`config.mk`:
```
export PLATFORM = sky130hd
export DESIGN_NAME = ubg_top
export DESIGN_NICKNAME = d
export VERILOG_FILES = /design/src/ubg_pkg.sv /design/src/ubg_top.sv
export SDC_FILE = /design/constraint.sdc
export NUM_CORES = 1
export LEC_CHECK = 0
export ABC_CLOCK_PERIOD_IN_PS = 14800
export BUFFER_PORTS_ARGS = -buffer_cell sky130_fd_sc_hd__buf_2
export CAP_MARGIN = 0
export CORE_AREA = 4 4 94 96
export DETAILED_ROUTE_END_ITERATION = 6
export DIE_AREA = 0 0 98 100
export GPL_ROUTABILITY_DRIVEN = 0
export PLACE_DENSITY = 0.9
export SLEW_MARGIN = 25
export SYNTH_ARGS = -nofsm -noshare
export SYNTH_HDL_FRONTEND = slang
export SYNTH_SLANG_ARGS = --single-unit
export TNS_END_PERCENT = 100
```
`constraint.sdc`:
```
create_clock -name clk_i -period 14.8 [get_ports clk_i]
set_input_delay 2.22 -clock clk_i [delete_from_list [all_inputs] [get_ports clk_i]]
set_output_delay 2.22 -clock clk_i [all_outputs]
set_load 0.005 [all_outputs]
```
`src/ubg_pkg.sv`:
```
package ubg_pkg;
	// Register byte offsets
	localparam logic [7:0] UBG_OFS_CTL1   = 8'h00;
	localparam logic [7:0] UBG_OFS_PRE_LO = 8'h04;
	localparam logic [7:0] UBG_OFS_PRE_HI = 8'h08;
	localparam logic [7:0] UBG_OFS_MOD    = 8'h0c;
	localparam logic [7:0] UBG_OFS_STAT   = 8'h10;
	// Reset values
	localparam logic [7:0] UBG_CTL1_RST   = 8'h01;
	localparam logic [7:0] UBG_BYTE_RST   = 8'h00;
	// Field positions
	localparam int UBG_CTL1_SWRST = 0;
	localparam int UBG_CTL1_SEL_LO = 6;
	localparam int UBG_MOD_OS16   = 0;
	localparam int UBG_MOD_BRS_LO = 1;
	localparam int UBG_MOD_BRF_LO = 4;
	localparam int UBG_STAT_RUN   = 0;
	// Source select codes
	localparam logic [1:0] UBG_SRC_PIN = 2'h0;
	localparam logic [1:0] UBG_SRC_AUX = 2'h1;
	// Timing counts
	localparam logic [3:0] UBG_OS_LAST  = 4'hf;
	localparam logic [2:0] UBG_BIT_LAST = 3'h7;
	typedef enum logic [1:0] {
		UBG_ST_HOLD = 2'b01,
		UBG_ST_RUN  = 2'b10
	} ubg_state_e;
endpackage

```
`src/ubg_top.sv`:
```
`timescale 1ns/100ps
`default_nettype none
module ubg_top (
	// System
	input  wire logic        clk_i,
	input  wire logic        rst_i,
	// Wishbone slave
	input  wire logic        cyc_i,
	input  wire logic        stb_i,
	input  wire logic        we_i,
	input  wire logic [7:0]  adr_i,
	input  wire logic [3:0]  sel_i,
	input  wire logic [31:0] dat_i,
	output logic      [31:0] dat_o,
	output logic             ack_o,
	// Source clocks
	input  wire logic        ext_clk_i,
	input  wire logic        aux_tick_i,
	// Generated ticks
	output logic             os_tick_o,
	output logic             bit_tick_o
);
	import ubg_pkg::*;

	// Register state
	logic [7:0]  ctl1_q, ctl1_d;
	logic [7:0]  pre_lo_q, pre_lo_d;
	logic [7:0]  pre_hi_q, pre_hi_d;
	logic [7:0]  mod_q, mod_d;
	logic        ack_q, ack_d;
	logic [31:0] rdat_q, rdat_d;
	// Pin synchroniser
	logic [2:0]  sync_q, sync_d;
	logic        pin_q, pin_d;
	// Generator state
	ubg_state_e  st_q, st_d;
	logic [16:0] cnt_q, cnt_d;
	logic [3:0]  os_idx_q, os_idx_d;
	logic [2:0]  bit_idx_q, bit_idx_d;
	logic        os_tick_q, os_tick_d;
	logic        bit_tick_q, bit_tick_d;
	// Decode
	logic        req;
	logic [15:0] presc;
	logic        os16;
	logic [3:0]  brf;
	logic [2:0]  brs;
	logic        src_tick;
	logic        ext_f;
	logic        ext_s;
	logic [16:0] limit;

	function automatic logic [7:0] wr_byte(input logic [7:0] old,
			input logic [31:0] d, input logic lane);
		wr_byte = lane ? d[7:0] : old;
	endfunction

	assign req = cyc_i && stb_i && !ack_q;
	assign presc = {pre_hi_q, pre_lo_q};
	assign os16 = mod_q[UBG_MOD_OS16];
	assign brf = mod_q[UBG_MOD_BRF_LO +: 4];
	assign brs = mod_q[UBG_MOD_BRS_LO +: 3];

	// Register file
	always_comb begin
		ctl1_d = ctl1_q;
		pre_lo_d = pre_lo_q;
		pre_hi_d = pre_hi_q;
		mod_d = mod_q;
		ack_d = req;
		rdat_d = rdat_q;
		if (req && we_i) begin
			case (adr_i)
				UBG_OFS_CTL1: ctl1_d = wr_byte(ctl1_q, dat_i, sel_i[0]);
				UBG_OFS_PRE_LO: pre_lo_d = wr_byte(pre_lo_q, dat_i, sel_i[0]);
				UBG_OFS_PRE_HI: pre_hi_d = wr_byte(pre_hi_q, dat_i, sel_i[0]);
				UBG_OFS_MOD: mod_d = wr_byte(mod_q, dat_i, sel_i[0]);
				default: ;
			endcase
		end
		if (req && !we_i) begin
			case (adr_i)
				UBG_OFS_CTL1: rdat_d = {24'h000000, ctl1_q};
				UBG_OFS_PRE_LO: rdat_d = {24'h000000, pre_lo_q};
				UBG_OFS_PRE_HI: rdat_d = {24'h000000, pre_hi_q};
				UBG_OFS_MOD: rdat_d = {24'h000000, mod_q};
				UBG_OFS_STAT: rdat_d = {31'h00000000,
					st_q == UBG_ST_RUN};
				default: rdat_d = 32'h00000000;
			endcase
		end
	end

	always_ff @(posedge clk_i) begin
		if (rst_i) begin
			ctl1_q <= UBG_CTL1_RST;
			pre_lo_q <= UBG_BYTE_RST;
			pre_hi_q <= UBG_BYTE_RST;
			mod_q <= UBG_BYTE_RST;
			ack_q <= 1'b0;
			rdat_q <= 32'h00000000;
		end else begin
			ctl1_q <= ctl1_d;
			pre_lo_q <= pre_lo_d;
			pre_hi_q <= pre_hi_d;
			mod_q <= mod_d;
			ack_q <= ack_d;
			rdat_q <= rdat_d;
		end
	end

	assign ack_o = ack_q;
	assign dat_o = rdat_q;

	// Pin source filter
	always_comb begin
		sync_d = {sync_q[1:0], ext_clk_i};
		pin_d = (sync_q[1] == sync_q[2]) ? sync_q[2] : pin_q;
	end

	always_ff @(posedge clk_i) begin
		if (rst_i) begin
			sync_q <= 3'h0;
			pin_q <= 1'b0;
		end else begin
			sync_q <= sync_d;
			pin_q <= pin_d;
		end
	end

	// Source tick select
	always_comb begin
		case (ctl1_q[UBG_CTL1_SEL_LO +: 2])
			UBG_SRC_PIN: src_tick = pin_d && !pin_q;
			UBG_SRC_AUX: src_tick = aux_tick_i;
			default: src_tick = 1'b1;
		endcase
	end

	// Modulation extras
	assign ext_f = os16 && (os_idx_q < brf);
	assign ext_s = (bit_idx_q < brs) &&
		(!os16 || os_idx_q == UBG_OS_LAST);
	assign limit = {1'b0, presc} + {16'h0000, ext_f} + {16'h0000, ext_s}
		- 17'h00001;

	// Divider
	always_comb begin
		st_d = st_q;
		cnt_d = cnt_q;
		os_idx_d = os_idx_q;
		bit_idx_d = bit_idx_q;
		os_tick_d = 1'b0;
		bit_tick_d = 1'b0;
		case (st_q)
			UBG_ST_HOLD: begin
				cnt_d = 17'h00000;
				os_idx_d = 4'h0;
				bit_idx_d = 3'h0;
				if (!ctl1_q[UBG_CTL1_SWRST]) begin
					st_d = UBG_ST_RUN;
				end
			end
			UBG_ST_RUN: begin
				if (ctl1_q[UBG_CTL1_SWRST]) begin
					st_d = UBG_ST_HOLD;
				end else if (src_tick) begin
					// Zero prescaler ticks on every source tick and ignores the extras, no underflow
					if (cnt_q >= limit || presc == 16'h0000) begin
						cnt_d = 17'h00000;
						if (os16) begin
							os_tick_d = 1'b1;
							os_idx_d = os_idx_q + 4'h1;
							if (os_idx_q == UBG_OS_LAST) begin
								bit_tick_d = 1'b1;
								bit_idx_d = bit_idx_q + 3'h1;
							end
						end else begin
							os_idx_d = 4'h0;
							bit_tick_d = 1'b1;
							bit_idx_d = bit_idx_q + 3'h1;
						end
					end else begin
						cnt_d = cnt_q + 17'h00001;
					end
				end
			end
			default: st_d = UBG_ST_HOLD;
		endcase
	end

	always_ff @(posedge clk_i) begin
		if (rst_i) begin
			st_q <= UBG_ST_HOLD;
			cnt_q <= 17'h00000;
			os_idx_q <= 4'h0;
			bit_idx_q <= 3'h0;
			os_tick_q <= 1'b0;
			bit_tick_q <= 1'b0;
		end else begin
			st_q <= st_d;
			cnt_q <= cnt_d;
			os_idx_q <= os_idx_d;
			bit_idx_q <= bit_idx_d;
			os_tick_q <= os_tick_d;
			bit_tick_q <= bit_tick_d;
		end
	end

	assign os_tick_o = os_tick_q;
	assign bit_tick_o = bit_tick_q;

	// Checks
	presc_value_a: assert property (@(posedge clk_i)
		disable iff (rst_i)
		ack_q && $past(we_i) && $past(adr_i) == UBG_OFS_PRE_HI
		&& $past(sel_i[0]) |-> presc[15:8] == $past(dat_i[7:0]))
		else $error("high prescaler byte not taken");
	brf_extra_a: assert property (@(posedge clk_i)
		disable iff (rst_i)
		os16 && os_tick_d && !ext_s && presc != 16'h0000 |->
		cnt_q == {1'b0, presc} - 17'h00001 + {16'h0000, os_idx_q < brf})
		else $error("first stage extra missing");
	brf_ignored_a: assert property (@(posedge clk_i)
		disable iff (rst_i)
		!os16 && bit_tick_d && bit_idx_q >= brs && presc != 16'h0000
		|-> cnt_q == {1'b0, presc} - 17'h00001)
		else $error("first stage active without oversampling");
	brs_extra_a: assert property (@(posedge clk_i)
		disable iff (rst_i)
		!os16 && bit_idx_q < brs |-> limit == {1'b0, presc})
		else $error("second stage extra wrong");
	os_enable_a: assert property (@(posedge clk_i)
		disable iff (rst_i)
		os_tick_q |-> $past(mod_q[UBG_MOD_OS16]))
		else $error("oversampled tick while disabled");
	os_sixteen_a: assert property (@(posedge clk_i)
		disable iff (rst_i)
		os16 && bit_tick_q |-> os_tick_q && os_idx_q == 4'h0)
		else $error("bit tick not on sixteenth tick");
	soft_hold_a: assert property (@(posedge clk_i) disable iff (rst_i)
		ctl1_q[UBG_CTL1_SWRST] ##1 ctl1_q[UBG_CTL1_SWRST] |->
		##1 !bit_tick_q && !os_tick_q)
		else $error("ticks during soft reset");
	wb_ack_a: assert property (@(posedge clk_i) disable iff (rst_i)
		cyc_i && stb_i && !ack_q |=> ack_q ##1 !ack_q)
		else $error("ack not one cycle");
endmodule
`default_nettype wire

```
Word-level counts from Yosys, hierarchy flattened

Cells that the tools add are included.

Logic and storage cells: 91
Input port bits: 51
Register bits after elaboration: 97
Output and inout port bits: 35

$add $sub $neg: 6
Eq/ne operators: 15
Reductions and logical operators: 26
Bitwise logic cells: 3
Mux-type cells: 24
Magnitude comparators: 3

Operator list:

| operator                                                             | count |
|---|---|
| 17-bit 2-to-1 mux                                                    | 3 |
| 8-bit one-hot mux with 5 select lines                                | 1 |
| 17-bit one-hot mux with 2 select lines                               | 1 |
| 16-bit by 1-bit adder with 17-bit output                             | 1 |
| 17-bit by 1-bit adder with 17-bit output                             | 1 |
| 17-bit by 1-bit adder with 17-bit output, second input constant      | 1 |
| 17-bit greater-or-equal comparator                                   | 1 |
| 17-bit by 1-bit subtractor with 17-bit output, second input constant | 1 |
| 8-bit by 4-bit == test with 1-bit output, second input constant      | 2 |
| 16-bit zero test                                                     | 1 |
| 4-bit 2-to-1 mux                                                     | 4 |
| 3-bit 2-to-1 mux                                                     | 5 |
| 3-bit AND reduction                                                  | 5 |
| 8-bit by 3-bit == test with 1-bit output, second input constant      | 1 |
| 8-bit by 5-bit == test with 1-bit output, second input constant      | 1 |
| 8-bit zero test                                                      | 1 |
| 2-bit inequality test, second input constant                         | 4 |
| 4-bit one-hot mux with 2 select lines                                | 1 |
| 1-bit logical AND                                                    | 7 |
| 3-bit one-hot mux with 2 select lines                                | 1 |
| 5-bit AND reduction                                                  | 1 |
| 5-bit OR reduction                                                   | 1 |
| 4-bit by 1-bit adder with 4-bit output, second input constant        | 1 |
| 2-bit by 1-bit == test with 1-bit output, second input constant      | 2 |
| other kinds (19)                                                     | 29 |

Longest topological paths before layout

Word-level depth: 11
Gate-level depth with buffers: 22
Gate-level depth less buffers: 21

Worst setup path before layout

OpenSTA, ideal clock, no wires.

Path type: register -> register
Start point: register mod_q[2]
End point: register bit_idx_q[0]
Data required time: 14683 ps
Stages on the path, launching flop included: 23
Setup time: 117 ps
Arrival time: 5292 ps
Buffers on the path: 1
Period minus slack after synthesis: 5410 ps
Slack: 9390 ps
Path through: dfxtp_1 inv_1 ha_1 a21o_1 a221o_1 ha_1 inv_1 ha_1 fa_1 a211o_1 a311oi_1 o21ai_1 a2111oi_0 o21bai_1 xnor2_1 ha_1 nand4_1 or3_1 or4_4 nand4_4 buf_8 nand2_4 a32o_2

Longest elaborated chain between the ends: 8

Ends and longest elaborated chain:

| what                                                       | RTL line       | source |
|---|---|---|
| start: declaration                                         | ubg_top.sv:29  | `logic [7:0] mod_q, mod_d;` |
| start signal: assignment                                   | ubg_top.sv:106 | `mod_q <= mod_d;` |
| 3-bit < comparator                                         | ubg_top.sv:142 | `assign ext_s = (bit_idx_q < brs) &&` |
| 1-bit logical AND                                          | ubg_top.sv:142 |  |
| 17-bit by 1-bit adder with 17-bit output                   | ubg_top.sv:144 | `assign limit = {1'b0, presc} + {16'h0000, ext_f} + {16'h0000, ext_s}` |
| 17-bit by 1-bit subtractor with 17-bit output              | ubg_top.sv:145 | `- 17'h00001;` |
| 17-bit greater-or-equal comparator                         | ubg_top.sv:169 | `if (cnt_q >= limit \|\| presc == 16'h0000) begin` |
| 1-bit logical OR                                           | ubg_top.sv:169 |  |
| 2-bit by 1-bit inequality test with 1-bit output (no line) | -              |  |
| 5-bit AND reduction (no line)                              | -              |  |
| end signal: assignment                                     | ubg_top.sv:204 | `bit_idx_q <= bit_idx_d;` |
| end: declaration                                           | ubg_top.sv:39  | `logic [2:0] bit_idx_q, bit_idx_d;` |

No other way between the ends.
A chain may end at the register's enable or synchronous reset.

Worst setup path in the final report

Start point: register mod_q[2]
End point: register os_idx_q[0]

Longest elaborated chain between the ends: 8

Ends and longest elaborated chain:

| what                                                       | RTL line       | source |
|---|---|---|
| 3-bit < comparator                                         | ubg_top.sv:142 |  |
| 1-bit logical AND                                          | ubg_top.sv:142 |  |
| 17-bit by 1-bit adder with 17-bit output                   | ubg_top.sv:144 |  |
| 17-bit by 1-bit subtractor with 17-bit output              | ubg_top.sv:145 |  |
| 17-bit greater-or-equal comparator                         | ubg_top.sv:169 |  |
| 1-bit logical OR                                           | ubg_top.sv:169 |  |
| 2-bit by 1-bit inequality test with 1-bit output (no line) | -              |  |
| 4-bit AND reduction (no line)                              | -              |  |
| end signal: assignment                                     | ubg_top.sv:203 | `os_idx_q <= os_idx_d;` |
| end: declaration                                           | ubg_top.sv:38  | `logic [3:0] os_idx_q, os_idx_d;` |

No other way between the ends.

==> results by group <==
Hold path
  – Hold Path Depth: 2
  – Worst hold path endpoint: dat_o[2]$_SDFFE_PP0P_
  – Hold Crit Class: register to register
  – Hold wc startpoint: dat_o[2]$_SDFFE_PP0P_

Logic synthesis
  – Synth Cell Area: 4740 um^2
  – Synth Warn #: 0
  – Syn Inst Count: between 500 and 600
  – Seq/Total Area, Yosys: between 30% and 40%
  – Synthesized flop and latch total: 73
  – Cell taking the most area after synthesis: dfxtp_1
  – Ys async rst share: 0%
  – Synth Flop Type: dfxtp_1
  – Synth cell types: 66
  – EDFF count, synth: 0
  – Post-Syn Area per Cell: 8.88 um^2
  – Area share of the largest cell type after synthesis: a little under a third
  – Ranking of synthesized cells by area: dfxtp_1 31%, ha_1 13%, mux2i_1 7.0%, nor2_1 4.8%, buf_4 3.8%

Critical path
  – Worst setup path startpoint: mod_q[2]$_SDFFE_PP0P_
  – Worst Reg-to-Reg Cells: 21
  – WS Path Type: register to register
  – Startpoint Class: register
  – Worst path most repeated cell: ha_1
  – Critical Path Slowest Stage Cell: or4_4
  – Worst-path fanout max: 15
  – Crit-path cells: inv_1 > ha_1 > a21o_1 > a221o_1 > ha_1 > inv_1 > ha_1 > fa_1 > a211o_1 > a311oi_1 > o21ai_1 > a2111oi_0 > o21bai_1 > xnor2_1 > ha_1 > nand4_1 > or3_1 > or4_4 > nand4_4 > nand2_1 > mux2_4
  – CP Data Required Time: 15.06 ns
  – Reg-to-reg setup timing slack: approximately 8.6 ns
  – Max incr delay on CP: 0.59 ns
  – FF-to-FF Start: mod_q[2]$_SDFFE_PP0P_
  – Worst setup EP type: register
  – FF-to-FF End: os_idx_q[0]$_SDFFE_PP0P_
  – Worst endpoint data arrival time: 6.47 ns

Die
  – Chip height: 100 um
  – CORE AREA: 8050 um^2
  – Initial core utilization: 58.9%
  – I/O pin cnt: 86
  – Rows: 33
  – Die ar.: 9800 um^2
  – Die Wd: 98 um

Outcome
  – Status: completed

Drt
  – DRT Wirelength: ~11,000 um
  – Routed wire per std cell: about 16 um
  – First drt pass iteration count: 5
  – ANT nets after route: 0
  – Via count: about 3,900
  – Vias per cell: approximately 5.8
  – DRC viols: 0
  – DRT iter0 DRCs: approximately 240

Timing
  – Max Clock Freq: about 160 MHz
  – Final clock skew: about 0.013 ns
  – Final Critical Period: slightly above 6 ns
  – Slew Viols, Final: 0
  – Relative slew slack: ~46%
  – Tcrit/Tclk final: a little over two fifths
  – Final Hold Viols: 0
  – Worst-margin pin slew: slightly above 0.8 ns
  – RSZ-0062 raised after global routing: no
  – Post-Route Setup TNS: 0 ns
  – Final setup violating endpoints: 0

Job
  – Max_cap viols: 0

Global routing
  – Pin count of the biggest net entering global routing: 57
  – Total grt overflow: 0
  – Vias in the first global route: 3,958
  – Gr usage total: 22.8%
  – Initial antenna violation count: 0
  – First-pass GRT wire length: 18,200 um

Finish
  – Fill cell count: approximately 620
  – Layout area overhead: 6.99%
  – Register area: around 1500 um^2
  – Final Cell Area: ~5100 um^2
  – Multi-input logic area: 2960 um^2
  – Total Nets Final: roughly 670
  – Ant. Diodes: 0
  – Layout cells sized above 1: about an eighth

Placed design
  – Port Buf Inserts: 34
  – Post-DP HPWL: slightly above 8000 um
  – Placed cell areas: about 4900 um^2

CTS
  – # resized after CTS: 0
  – CTS sink count: 73
  – Postcts setup bufs: 0
  – Clock Tree Buf Depth: 2
  – Hold Buf Count CTS: 0
  – CTS H-tree depth: 3
  – Clk Latency, worst-skew pair: 0.37 ns
  – Clk pin slew, worst setup/hold paths: around 0.090 ns
  – CTS tree: done
  – CTS buffer count: 9
  – Root buf cell: clkbuf_8

Power and ir drop
  – Worst VDD drop: 76.7 uV
  – Pwr/cell area: around 71 nW/um^2
  – Leak: roughly 2.4 nW
[cell families (layout without fill, tap and decap cells)]
family                     after synthesis  count (layout)  share of synthesized area [%]
AOI/OAI and AO/OA                       86              86                           12.3
xor gates and xnor gates                26              26                           4.80
adders and majority gates               50              50                           13.3
buffers and inverters                   81              93                           8.57
DFF                                     73              73                           30.8
muxes                                   42              42                           11.1
other                                    1              24                         0.0791
and+or+nand+nor                        175             175                           19.0
[synthesized netlist by cell type, types with 3 or more instances]
library cell	instances
o21a_1	3
and2_1	4
inv_1	42
mux2i_1	33
o21ai_0	15
nor2_1	61
a211oi_1	5
or3_1	3
o21bai_1	3
nor2b_1	16
and3_1	7
mux4_2	8
nand2_1	32
nand2b_1	7
nand3_1	11
dfxtp_1	73
a21oi_1	22
xor2_1	14
o32ai_1	3
buf_4	24
clkbuf_1	10
a21o_1	10
nand3b_1	4
nand4_1	11
ha_1	49
or4_1	4
xnor2_1	12
buf_1	3
[per-layer routing]
metal  vias up  wire length [um]  GRT usage, %
met5         -                 0             0
met4         0               309          11.1
met3        27               529          3.34
met2       147              5540          40.6
met1      1873              4450          27.1
li1       1879                 -             -
[metrics by stage]
step	util (%)	hold slack (ns)	std cells	total power, mW	setup slack [ns]
final	63.0	0.465	674	0.360	8.59
after global routing	63.0	0.484	674	0.374	8.23
after global placement	60.7	0.431	658	0.214	8.86
after CTS	63.0	0.463	674	0.362	8.59
after floorplan	-	0.414	557	0.214	9.39
after detailed placement	60.7	0.441	658	0.215	8.64
[critical path, delay by kind of cell (launching register included)]
family	cells	cell delay [ns]
AND/OR/NAND/NOR	5	1.54
XOR/XNOR	1	0.15
multiplexers	1	0.33
adder cells (fa/ha/maj)	5	1.53
flip-flops	1	0.36
buffers and inverters	2	0.12
AO/OA/AOI/OAI	7	2.07
[cell usage in the layout (no fill, tap or decap), drive strengths merged, types with 9 or more instances in the layout]
cell type	count
nand2	33
mux2i	33
inv	47
xor2	14
conb	24
nor2b	16
nand4	12
nand3	11
o21ai	16
xnor2	12
a21oi	22
clkbuf	9
a21o	11
ha	49
and3	9
buf	35
dfxtp	73
nor2	61
[worst max-delay path by stage]
stage | endpoint | slack (ns) | cells past startpoint
floorplan | bit_idx_q[0]$_SDFFE_PP0P_ | 9.39 | 22
global placement | os_idx_q[0]$_SDFFE_PP0P_ | 8.86 | 21
detailed placement | os_idx_q[0]$_SDFFE_PP0P_ | 8.64 | 21
CTS | os_idx_q[0]$_SDFFE_PP0P_ | 8.59 | 21
global route | os_idx_q[0]$_SDFFE_PP0P_ | 8.23 | 21
finish | os_idx_q[0]$_SDFFE_PP0P_ | 8.59 | 21
[sequential cells by signal, indices dropped and copies added, names as in the netlist]
| name | flops |
|---|---|
| os_tick_o | 1 |
| bit_idx_q | 3 |
| bit_tick_o | 1 |
| pre_hi_q | 8 |
| pin_q | 1 |
| cnt_q | 17 |
| dat_o | 8 |
| mod_q | 8 |
| sync_q | 3 |
| pre_lo_q | 8 |
| ack_o | 1 |
| ctl1_q | 8 |
| os_idx_q | 4 |
| st_q | 2 |
[area by class of cell]
type | instances | share of cell area [%]
sequential | 73 | 28.8
inverter | 42 | 3.11
tap | 105 | 2.59
clock buffer | 9 | 2.44
clock inverter | 7 | 1.21
multi-input combinational | 403 | 58.4
timing repair buffer | 35 | 3.50
[report_power, final]
part	total [mW]	internal, mW	switching [mW]
Sequential	0.197	0.197	0.000215
Clock	0.150	0.0643	0.0855
Combinational	0.0135	0.00453	0.00897
Power figures use the tool's default switching activity.
